--- src/rbs_pkg.sv ---
package rbs_pkg;

    // Vector table layout (byte offsets from the table base)
    localparam logic [31:0] RBS_FLASH_BASE  = 32'h0000_0000;
    localparam logic [31:0] RBS_VEC_SP_OFS  = 32'h0000_0000;
    localparam logic [31:0] RBS_VEC_PC_OFS  = 32'h0000_0004;
    localparam logic [31:0] RBS_SRAM_BASE   = 32'h2000_0000;

    // Pin bank layout
    localparam int          RBS_NPINS       = 8;
    localparam logic [7:0]  RBS_SWD_MASK    = 8'h03;
    localparam logic [7:0]  RBS_ANALOG_MASK = 8'hC0;
    localparam int          RBS_BTN_PIN     = 4;

    // Pin control fields
    localparam logic [2:0]  RBS_MUX_OFF     = 3'h0;
    localparam logic [2:0]  RBS_MUX_GPIO    = 3'h1;
    localparam logic [3:0]  RBS_ICFG_OFF    = 4'h0;
    localparam logic [3:0]  RBS_ICFG_RISE   = 4'h9;

    // Watchdog control register and timeout field
    localparam logic [7:0]  RBS_WDOG_RST    = 8'h0C;
    localparam logic [7:0]  RBS_WDOG_OFF    = 8'h00;
    localparam int          RBS_WDOG_T_LSB  = 2;
    localparam int          RBS_WDOG_T_W    = 2;
    localparam int          RBS_WDOG_CNT_W  = 20;

    // Clock generator modes
    typedef enum logic [1:0] {
        RBS_CLK_FLL_INT,
        RBS_CLK_FLL_EXT,
        RBS_CLK_BYP_INT,
        RBS_CLK_BYP_EXT
    } rbs_clk_mode_t;

    // Boot sequencer states
    typedef enum logic [2:0] {
        RBS_ST_HOLD,
        RBS_ST_REQ_SP,
        RBS_ST_WAIT_SP,
        RBS_ST_REQ_PC,
        RBS_ST_WAIT_PC,
        RBS_ST_RUN
    } rbs_state_t;

endpackage

--- src/rbs_pin_if.sv ---
`timescale 1ns/1ns
`default_nettype none
// Pin control settings for the button pin and its edge interrupt
interface rbs_pin_if;
    logic [2:0] mux;       // Pin function select
    logic [3:0] icfg;      // Pin interrupt configuration
    logic       irq_en;    // Global interrupt enable
    logic       irq_pulse; // One pulse per qualifying edge

    modport ctl  (output mux, output icfg, output irq_en, input irq_pulse);
    modport edge_det (input mux, input icfg, input irq_en, output irq_pulse);
endinterface
`default_nettype wire

--- src/rbs_boot_ctrl.sv ---
// What this block does
// - After reset, fetch stack pointer from word 0x0, then PC from 0x4.
// - After both fetches, start the core at the fetched PC.
// - In reset, non-debug digital pins are undriven with pulls off.
// - Analog-capable pins default to their analog function in reset.
// - Non-debug digital pins stay disabled until software enables them.
// - After reset interrupts are off and peripheral clock gates are off.
// - After reset the clock generator selects the FLL internal mode.
// - Watchdog runs after reset; software services or disables it.
// - Core, system and flash clocks are on after reset.
// - Flash cache and prefetch buffers are on after reset.
// - Writing 0x00 to watchdog control clears timeout, disabling it.
// - Mux value 0x1 is GPIO; interrupt config 0x9 is rising edge.
// - Each qualifying pin edge raises exactly one interrupt.
`timescale 1ns/1ns
`default_nettype none
module rbs_boot_ctrl
    import rbs_pkg::*;
#(
    parameter int WDOG_UNIT_CYC = 8192  // Watchdog cycles per timeout step
)
(
    input  wire logic        clk_i,          // System clock, 100 MHz
    input  wire logic        resetn_i,       // Async reset, active low
    output logic             vec_req_o,      // Vector fetch request
    output logic [31:0]      vec_addr_o,     // Vector fetch byte address
    input  wire logic        vec_ack_i,      // Fetch data valid
    input  wire logic [31:0] vec_rdata_i,    // Fetch data
    output logic             core_run_o,     // Core released to execute
    output logic [31:0]      core_sp_o,      // Initial stack pointer
    output logic [31:0]      core_pc_o,      // Initial program counter
    input  wire logic        vtab_ram_i,     // Request table in SRAM
    output logic [31:0]      vtab_base_o,    // Active vector table base
    input  wire logic        port_clk_en_i,  // Software port clock enable
    output logic             port_clk_o,     // Port clock gate
    input  wire logic        periph_clk_i,   // Software peripheral clocks
    output logic             periph_clk_o,   // Peripheral clock gate
    output logic             core_clk_o,     // Core clock enable
    output logic             sys_clk_o,      // System clock enable
    output logic             flash_clk_o,    // Flash clock enable
    output logic             cache_en_o,     // Flash cache enable
    output logic             prefetch_en_o,  // Flash prefetch enable
    output rbs_clk_mode_t    clk_mode_o,     // Clock generator mode
    input  wire logic        irq_enable_i,   // Software interrupt enable
    output logic             irq_en_o,       // Interrupts enabled
    input  wire logic        pinctl_wr_i,    // Pin control write strobe
    input  wire logic [2:0]  pinctl_mux_i,   // Pin control mux value
    input  wire logic [3:0]  pinctl_icfg_i,  // Pin control irq config
    input  wire logic        pin_en_wr_i,    // Digital enable write
    input  wire logic [7:0]  pin_en_i,       // Digital enables per pin
    input  wire logic [7:0]  pin_level_i,    // Pin input levels
    output logic [7:0]       pin_dig_en_o,   // Digital buffer enable
    output logic [7:0]       pin_pull_en_o,  // Pull resistor enable
    output logic [7:0]       pin_analog_o,   // Analog function select
    output logic             pin_irq_o,      // Button edge interrupt
    input  wire logic        wdog_wr_i,      // Watchdog control write
    input  wire logic [7:0]  wdog_wdata_i,   // Watchdog control data
    input  wire logic        wdog_service_i, // Watchdog service strobe
    output logic [7:0]       wdog_ctrl_o,    // Watchdog control readback
    output logic             wdog_active_o,  // Watchdog counting
    output logic             wdog_reset_o    // Watchdog timeout pulse
);

    typedef struct packed {
        rbs_state_t                 st;
        logic [31:0]                addr;
        logic                       req;
        logic [31:0]                sp;
        logic [31:0]                pc;
        logic                       run;
        logic                       vram;
        logic                       port_clk;
        logic                       periph_clk;
        logic                       irq_en;
        logic [2:0]                 mux;
        logic [3:0]                 icfg;
        logic [7:0]                 dig_en;
        logic [7:0]                 wctl;
        logic [RBS_WDOG_CNT_W-1:0]  wcnt;
        logic                       wbite;
        logic [31:0]                vbase;
        logic [7:0]                 ana;
        logic                       wact;
    } rbs_state_s_t;

    rbs_state_s_t s_q;
    rbs_state_s_t s_d;
    logic [1:0]   rst_sync_q;
    logic         rst_n;
    logic         irq_pulse;
    rbs_pin_if    pin ();

    // Timeout length in cycles for a given field value
    function automatic logic [RBS_WDOG_CNT_W-1:0] wdog_limit(
        input logic [RBS_WDOG_T_W-1:0] t
    );
        logic [RBS_WDOG_CNT_W-1:0] lim;
        lim = RBS_WDOG_CNT_W'(WDOG_UNIT_CYC) * RBS_WDOG_CNT_W'(t);
        return lim;
    endfunction

    // Table base: flash during boot, SRAM only once running
    function automatic logic [31:0] vtab_base(input logic ram);
        return ram ? RBS_SRAM_BASE : RBS_FLASH_BASE;
    endfunction

    // Reset assert is immediate, release passes two flops
    always_ff @(posedge clk_i or negedge resetn_i)
    begin
        if (!resetn_i)
        begin
            rst_sync_q <= 2'b00;
        end
        else
        begin
            rst_sync_q <= {rst_sync_q[0], 1'b1};
        end
    end
    assign rst_n = rst_sync_q[1];

    // Next-state logic for the whole block
    always_comb
    begin
        logic [RBS_WDOG_T_W-1:0] tfield;
        tfield  = s_q.wctl[RBS_WDOG_T_LSB +: RBS_WDOG_T_W];
        s_d     = s_q;
        s_d.req = 1'b0;

        // Vector fetch sequencer
        unique case (s_q.st)
            RBS_ST_HOLD:
            begin
                s_d.st = RBS_ST_REQ_SP;
            end
            RBS_ST_REQ_SP:
            begin
                s_d.req  = 1'b1;
                s_d.addr = RBS_FLASH_BASE + RBS_VEC_SP_OFS;
                s_d.st   = RBS_ST_WAIT_SP;
            end
            RBS_ST_WAIT_SP:
            begin
                s_d.req = !vec_ack_i;
                if (vec_ack_i)
                begin
                    s_d.sp = vec_rdata_i;
                    s_d.st = RBS_ST_REQ_PC;
                end
            end
            RBS_ST_REQ_PC:
            begin
                s_d.req  = 1'b1;
                s_d.addr = RBS_FLASH_BASE + RBS_VEC_PC_OFS;
                s_d.st   = RBS_ST_WAIT_PC;
            end
            RBS_ST_WAIT_PC:
            begin
                s_d.req = !vec_ack_i;
                if (vec_ack_i)
                begin
                    s_d.pc  = vec_rdata_i;
                    s_d.run = 1'b1;
                    s_d.st  = RBS_ST_RUN;
                end
            end
            RBS_ST_RUN:
            begin
                s_d.vram = vtab_ram_i;
            end
        endcase

        // Software settings only take effect once the core runs
        if (s_q.run)
        begin
            s_d.port_clk   = port_clk_en_i;
            s_d.periph_clk = periph_clk_i;
            s_d.irq_en     = irq_enable_i;
            if (pin_en_wr_i)
            begin
                s_d.dig_en = pin_en_i | RBS_SWD_MASK;
            end
            // Mux changes are dropped while the port clock is gated
            if (pinctl_wr_i && s_q.port_clk)
            begin
                s_d.mux  = pinctl_mux_i;
                s_d.icfg = pinctl_icfg_i;
            end
        end
        if (s_q.mux == RBS_MUX_GPIO)
        begin
            s_d.dig_en[RBS_BTN_PIN] = 1'b1;
        end

        // Watchdog: a zero timeout field stops it, a service restarts it
        s_d.wbite = 1'b0;
        if (tfield == '0)
        begin
            s_d.wcnt = '0;
        end
        else if (wdog_service_i)
        begin
            s_d.wcnt = '0;
        end
        else if (s_q.wcnt >= wdog_limit(tfield) - 1'b1)
        begin
            s_d.wcnt  = '0;
            s_d.wbite = 1'b1;
        end
        else
        begin
            s_d.wcnt = s_q.wcnt + 1'b1;
        end
        // No software before run, so early writes are dropped: dog stays up
        if (wdog_wr_i && s_q.run)
        begin
            s_d.wctl = wdog_wdata_i;
            s_d.wcnt = '0;
        end

        // Derived outputs sit in flops so no output is combinational
        s_d.vbase = vtab_base(s_d.vram);
        s_d.ana   = RBS_ANALOG_MASK & ~s_d.dig_en;
        s_d.wact  = |s_d.wctl[RBS_WDOG_T_LSB +: RBS_WDOG_T_W];
    end

    // Reset values set the documented power-on device state
    always_ff @(posedge clk_i or negedge rst_n)
    begin
        if (!rst_n)
        begin
            s_q            <= '0;
            s_q.st         <= RBS_ST_HOLD;
            s_q.irq_en     <= 1'b0;
            s_q.periph_clk <= 1'b0;
            s_q.mux        <= RBS_MUX_OFF;
            s_q.icfg       <= RBS_ICFG_OFF;
            s_q.dig_en     <= RBS_SWD_MASK;
            s_q.wctl       <= RBS_WDOG_RST;
            s_q.vbase      <= RBS_FLASH_BASE;
            s_q.ana        <= RBS_ANALOG_MASK & ~RBS_SWD_MASK;
            s_q.wact       <= |RBS_WDOG_RST[RBS_WDOG_T_LSB +: RBS_WDOG_T_W];
        end
        else
        begin
            s_q <= s_d;
        end
    end

    // Button pin edge detector
    assign pin.mux    = s_q.mux;
    assign pin.icfg   = s_q.icfg;
    assign pin.irq_en = s_q.irq_en;
    assign irq_pulse  = pin.irq_pulse;

    rbs_pin_edge u_edge (
        .clk_i   (clk_i),
        .rst_ni  (rst_n),
        .level_i (pin_level_i[RBS_BTN_PIN]),
        .pin     (pin.edge_det)
    );

    // Outputs, all straight from state flops except the fixed pull enable RBS_SWD_MASK
    assign vec_req_o     = s_q.req;
    assign vec_addr_o    = s_q.addr;
    assign core_run_o    = s_q.run;
    assign core_sp_o     = s_q.sp;
    assign core_pc_o     = s_q.pc;
    assign vtab_base_o   = s_q.vbase;
    assign port_clk_o    = s_q.port_clk;
    assign periph_clk_o  = s_q.periph_clk;
    assign irq_en_o      = s_q.irq_en;
    assign pin_dig_en_o  = s_q.dig_en;
    assign pin_pull_en_o = RBS_SWD_MASK;
    assign pin_analog_o  = s_q.ana;
    assign pin_irq_o     = irq_pulse;
    assign wdog_ctrl_o   = s_q.wctl;
    assign wdog_active_o = s_q.wact;
    assign wdog_reset_o  = s_q.wbite;
    // Boot clocks and flash features are fixed on
    assign core_clk_o    = 1'b1;
    assign sys_clk_o     = 1'b1;
    assign flash_clk_o   = 1'b1;
    assign cache_en_o    = 1'b1;
    assign prefetch_en_o = 1'b1;
    assign clk_mode_o    = RBS_CLK_FLL_INT;

endmodule // rbs_boot_ctrl
`default_nettype wire

--- src/rbs_pin_edge.sv ---
`timescale 1ns/1ns
`default_nettype none
module rbs_pin_edge
    import rbs_pkg::*;
(
    input  wire logic    clk_i,    // System clock
    input  wire logic    rst_ni,   // Synchronised reset, active low
    input  wire logic    level_i,  // Pin level, synchronous to clk_i
    rbs_pin_if.edge_det  pin       // Settings and interrupt pulse
);

    typedef struct packed {
        logic last;
        logic pulse;
    } rbs_edge_t;

    rbs_edge_t s_q;
    rbs_edge_t s_d;

    // One pulse per low-to-high transition, only as GPIO with rising mode and irq_en set
    always_comb
    begin
        s_d       = s_q;
        s_d.last  = level_i;
        s_d.pulse = level_i && !s_q.last
                    && (pin.mux == RBS_MUX_GPIO)
                    && (pin.icfg == RBS_ICFG_RISE)
                    && pin.irq_en;
    end

    // Last starts high so a pin already high at release gives no pulse
    always_ff @(posedge clk_i or negedge rst_ni)
    begin
        if (!rst_ni)
        begin
            s_q <= '{last: 1'b1, pulse: 1'b0};
        end
        else
        begin
            s_q <= s_d;
        end
    end

    assign pin.irq_pulse = s_q.pulse;

endmodule // rbs_pin_edge
`default_nettype wire

--- config.mk ---
export PLATFORM = sky130hd
export DESIGN_NAME = rbs_boot_ctrl
export DESIGN_NICKNAME = d
export VERILOG_FILES = /design/src/rbs_pkg.sv /design/src/rbs_pin_if.sv /design/src/rbs_boot_ctrl.sv /design/src/rbs_pin_edge.sv
export SDC_FILE = /design/constraint.sdc
export NUM_CORES = 1
export LEC_CHECK = 0
export BUFFER_PORTS_ARGS = -buffer_cell sky130_fd_sc_hd__buf_2
export CORE_MARGIN = 1.5
export CORE_UTILIZATION = 40
export DETAILED_ROUTE_END_ITERATION = 6
export PLACE_DENSITY_LB_ADDON = 0.05
export SETUP_SLACK_MARGIN = 0.02
export SLEW_MARGIN = 20
export SYNTH_ARGS = -nofsm -noshare
export SYNTH_HDL_FRONTEND = slang
export SYNTH_HIERARCHICAL = 1
export SYNTH_SLANG_ARGS = --single-unit
--- constraint.sdc ---
create_clock -name clk_i -period 5.1 [get_ports clk_i]
set_input_delay 0 -clock clk_i [delete_from_list [all_inputs] [get_ports clk_i]]
set_output_delay 0 -clock clk_i [all_outputs]
set_load 0.01 [all_outputs]
== Word-level counts from Yosys, hierarchy flattened ==
Cells that the tools add are included.
Operators by class
  $add $sub $neg: 2
  reduce and logical (&&, ||, !) cells: 19
  shift operators: 0
  order comparisons: 1
  equal/unequal tests: 9
  divide/modulo/power cells: 0
  bitwise logic cells: 1
  mux-type cells: 17
  multiply operators: 0
Operators by type and width (number)
  32-bit one-hot mux with 2 select lines: 1
  20-bit 2-to-1 mux: 3
  30-bit 2-to-1 mux: 1
  24-bit 2-to-1 mux: 1
  20-bit by 1-bit adder with 20-bit output (second input constant): 1
  20-bit >= comparator: 1
  8-bit 2-to-1 mux: 2
  15-bit by 1-bit subtractor with 16-bit output (second input constant): 1
  3-bit one-hot mux with 5 select lines: 1
  8-bit inverter: 1
  3-bit by 1-bit equality test with 1-bit output (second input constant): 2
  3-bit by 2-bit equality test with 1-bit output (second input constant): 2
  3-bit equality test (second input constant): 2
  1-bit logical AND: 6
  3-bit 2-to-1 mux: 2
  2-bit AND reduction: 3
  2-bit OR reduction: 3
  1-bit 2-to-1 mux: 5
  5-bit nonzero test: 1
  4-bit equality test (second input constant): 1
  2-bit inequality test (second input constant): 2
  3-bit logical NOT: 1
  3-bit AND reduction: 1
  1-bit logical NOT: 2
  other kinds (3): 3
Storage, ports and cells
  memory bits (read-only): 0
  register bits after elaboration: 186
  memories: 0
  input port bits: 74
  bits in latches: 0
  word-level logic and storage cells: 72
  memory bits (writable): 0
  output and inout bits: 175

== Depth between registers and ports, before layout ==
  depth after elaboration: 7
  depth in mapped cells: 9
  mapped depth without buffers: 8

== By module ==
The synthesis kept the hierarchy.
By module, submodules not included
  rbs_boot_ctrl: area each 6219.7 sq um, times used 1, seq. area each 3086.7 sq um, cells each 523
  rbs_pin_edge: area each 81.3 sq um, times used 1, seq. area each 51.3 sq um, cells each 5

== Least setup slack after synthesis ==
No wires, ideal clock.
  path type: reg2reg
  start point: register s_q (netlist bit wdog_ctrl_o[2])
  end point: register s_q[57] (netlist bit)
  setup slack: 3014 ps
  path buffers: 1
  required time: 5006 ps
  period minus slack after synthesis: 2086 ps
  library setup time: 94 ps
  stages on the path, launching flop included: 9
  data arrival time: 1991 ps
  cells stage by stage: dfstp_2 inv_1 ha_1 ha_1 a21o_1 a21oi_1 o2111ai_1 clkbuf_1 a211oi_1
RTL lines
  start, declared: line rbs_boot_ctrl.sv:86  | rbs_state_s_t s_q;

==> out/results.txt <==
Xor/xnor share of the synthesized area - 1.81%
Routed vias - 3891
Final critical-path required period - 2.63 ns
Drt wl/cell - 13.5 um
Number of global-route vias before repair - 3871
Antenna Nets Post-Route - 0
Mean area per synthesized cell - 11.9 sq um
Post-CTS Setup Repair Bufs - 0
Post-route DRC - 0
Final cell count without fillers - 894
Ys flop type - dfrtp_1
Post-synthesis simple-gate area fraction - 6.61%
# IOs - 249
Required time of the critical path - 5.41 ns
Fin util - 49.7%
CTS H-tree depth - 4
Register area share after synthesis - 49.8%
Ratio of final minimum period to clock period - 51.5%
First-pass DRT Iterations - 4
Via density - 4.35
Asr flop ratio synth - 100%
Clock-pin slew on the worst setup and hold paths - 0.06 ns
Post-synthesis adder-cell area fraction - 1.79%
Largest net degree at the start of global routing - 66
Final hold violation count - 0
Ys Warns - 6
Layout cells sized above 1 - 42.8%
Initial antenna violation count - 0
Root Driver - clkbuf_16
Longest Clk Path Bufs - 2
CP Class - flip-flop to flip-flop
Most frequent cells in the layout - 156 x buf_2, 116 x dfrtp_1, 84 x conb_1, 82 x mux2_2, 63 x dlygate4sd3_1
Max-slew headroom - 32.8%
Filler Cells Inserted - 1403
Buffers added on ports - 156
Crit end category - flip-flop
LEAKAGE - 3.63 nW
Netlist cell types - 39
Synth Area in Compound Gates - 2.82%
Register bit total from synthesis - 125
Die height - 129 um
Die W - 129 um
Reg2Reg Setup Slack - 2.47 ns
CTS tree - built
Setup Viol. Count Final - 0
Inserted Clock Buffers - 17
Routability-driven placement congestion ratio - 0.764
First-pass GRT wire length - 19400 um
Post-synthesis mux area share - 15.7%
Grt ovf - 0
Initial Utilization - 41.1%
Core area - 15300 sq um
Clk sinks - 125
PwrDens - 467 nW/um^2
Transition time of the tightest slew-check pin - 1.01 ns
Max_cap viols - 0
CP max FO - 20
Nets - 753
Status - complete, no violations
Skew final - 0.00769 ns
Setup TNS - 0 ns
Die area - 16500 sq um
Hold_ws - 0.217 ns
Final Instance Area - 7610 sq um
Clock Latency Late Sink - 0.41 ns
Area after DPL - 6380 sq um
Detailed Place HPWL - 8150 um
Post-Syn Area - 6300 sq um
Fin. max-slew vios - 0
Antenna fix cells - 0
Dpl cells - 799
Min-Delay Path Class - input port to flip-flop
RSZ-0062 raised after global routing - false
FP Rows - 45
CP Data Arrival Time - 2.93 ns
Peak supply drop - 0.277 mV
Post-cts sizing count - 0
Post-synth EDFFs - 0
Largest family of logic cells by synthesized area - buffers and inverters
Total wire length - 12100 um
Overall track demand over capacity in global routing - 15.3%
Crit path launch type - flip-flop
Area delta synth->final - 20.8%
Gate Count Post-Synth - 528
Achievable Freq - 381 MHz
Iteration-0 DRC Markers - 120
Most common cell after layout, fill and taps aside - buf_2
==> Yosys cell counts (3+ instances only) <==
library cell | number | area (sq um)
ha_1 | 9 | 113
mux2_2 | 82 | 923
dfrtp_1 | 117 | 2930
nand3_1 | 10 | 50.1
buf_4 | 167 | 1250
clkbuf_1 | 6 | 22.5
a21oi_1 | 10 | 50.1
buf_2 | 8 | 40.0
o21ai_0 | 8 | 40.0
nand2_1 | 12 | 45.0
nor2_1 | 10 | 37.5
dfstp_2 | 8 | 210
or3_1 | 4 | 25.0
nand2b_1 | 3 | 18.8
xnor2_1 | 7 | 61.3
nor3_1 | 12 | 60.1
and3_1 | 4 | 25.0
inv_1 | 8 | 30.0
mux2_1 | 4 | 45.0
nand4_1 | 5 | 31.3
xor2_1 | 6 | 52.6
==> registers in the layout, indices dropped and copies added, names as in the netlist, 2 cells and up, named ones only <==
signal	cells
pin_dig_en_o	3
core_pc_o	32
pin.mux	3
pin_analog_o	2
rst_sync_q	2
core_sp_o	32
s_q	23
pin.icfg	4
wdog_ctrl_o	8
==> metrics by stage <==
stage                     worst slack [ns]  power, mW
after global routing                  2.23       3.78
after CTS                             2.42       3.61
after detailed placement              2.41       2.36
after global placement                2.47       2.34
after floorplan                       1.37       2.34
final                                 2.47       3.56
==> report_power, final <==
part	switching, mW	total (mW)	internal (mW)	leakage [nW]
clock network	0.446	1.19	0.745	0.274
logic	0.450	0.914	0.464	1.83
registers	0.160	1.45	1.29	1.52
total	1.06	3.56	2.50	3.63
==> worst paths after layout <==
kind | from | endpoint | depth (start not counted)
worst max-delay path | wdog_ctrl_o[2] | s_q[57] | 7
worst min-delay path | pinctl_wr_i | pin.icfg[1] | 3
worst max register to register | wdog_ctrl_o[2] | s_q[57] | 7
worst min register to register | rst_sync_q[0] | rst_sync_q[1] | 0
max in group asynchronous | rst_sync_q[1] | asynchronous set/reset pin | 1
min in group asynchronous | rst_sync_q[1] | core_pc_o[7] | 0
==> routing by layer <==
metal | vias up | share of wire [%] | global-route usage (%)
met2 | 149 | 51 | 26.3
met4 | 0 | 1.7 | 7.01
met1 | 1900 | 42 | 18.0
li1 | 1823 | - | -
met5 | - | 0 | 0
met3 | 19 | 5.5 | 4.16
==> layout make-up <==
class                           count  area [sq um]  area share, %
Inverter                            8          30.0          0.395
Sequential cell                   125          3140           41.3
Tap cell                          211           264           3.47
Clock inverter                     13           141           1.86
Multi-Input combinational cell    296          2140           28.2
Clock buffer                       19           453           5.95
Timing Repair Buffer              222          1430           18.8
==> kinds of logic (layout without fill, tap and decap cells) <==
family,Yosys count,count (layout)
and+or+nand+nor,74,74
adders and majority gates,9,9
muxes,88,88
DFF,125,125
xor gates and xnor gates,13,13
other,2,84
buffers and inverters,189,262
AOI/OAI and AO/OA,28,28
==> what timing repair did <==
action                                 in CTS  in global routing
setup endpoints to repair                   0                  0
endpoints found under the hold margin      98                  0
hold buffers                               63                  0
==> worst max-delay path, stage by stage (launching register included) <==
cell and delay [ns]:
dfstp_2 0.55, inv_1 0.05, ha_1 0.29, ha_1 0.29, a21o_1 0.16, a21oi_1 0.21
o2111ai_2 0.53, a211oi_1 0.44
Power figures use the tool's default switching activity.
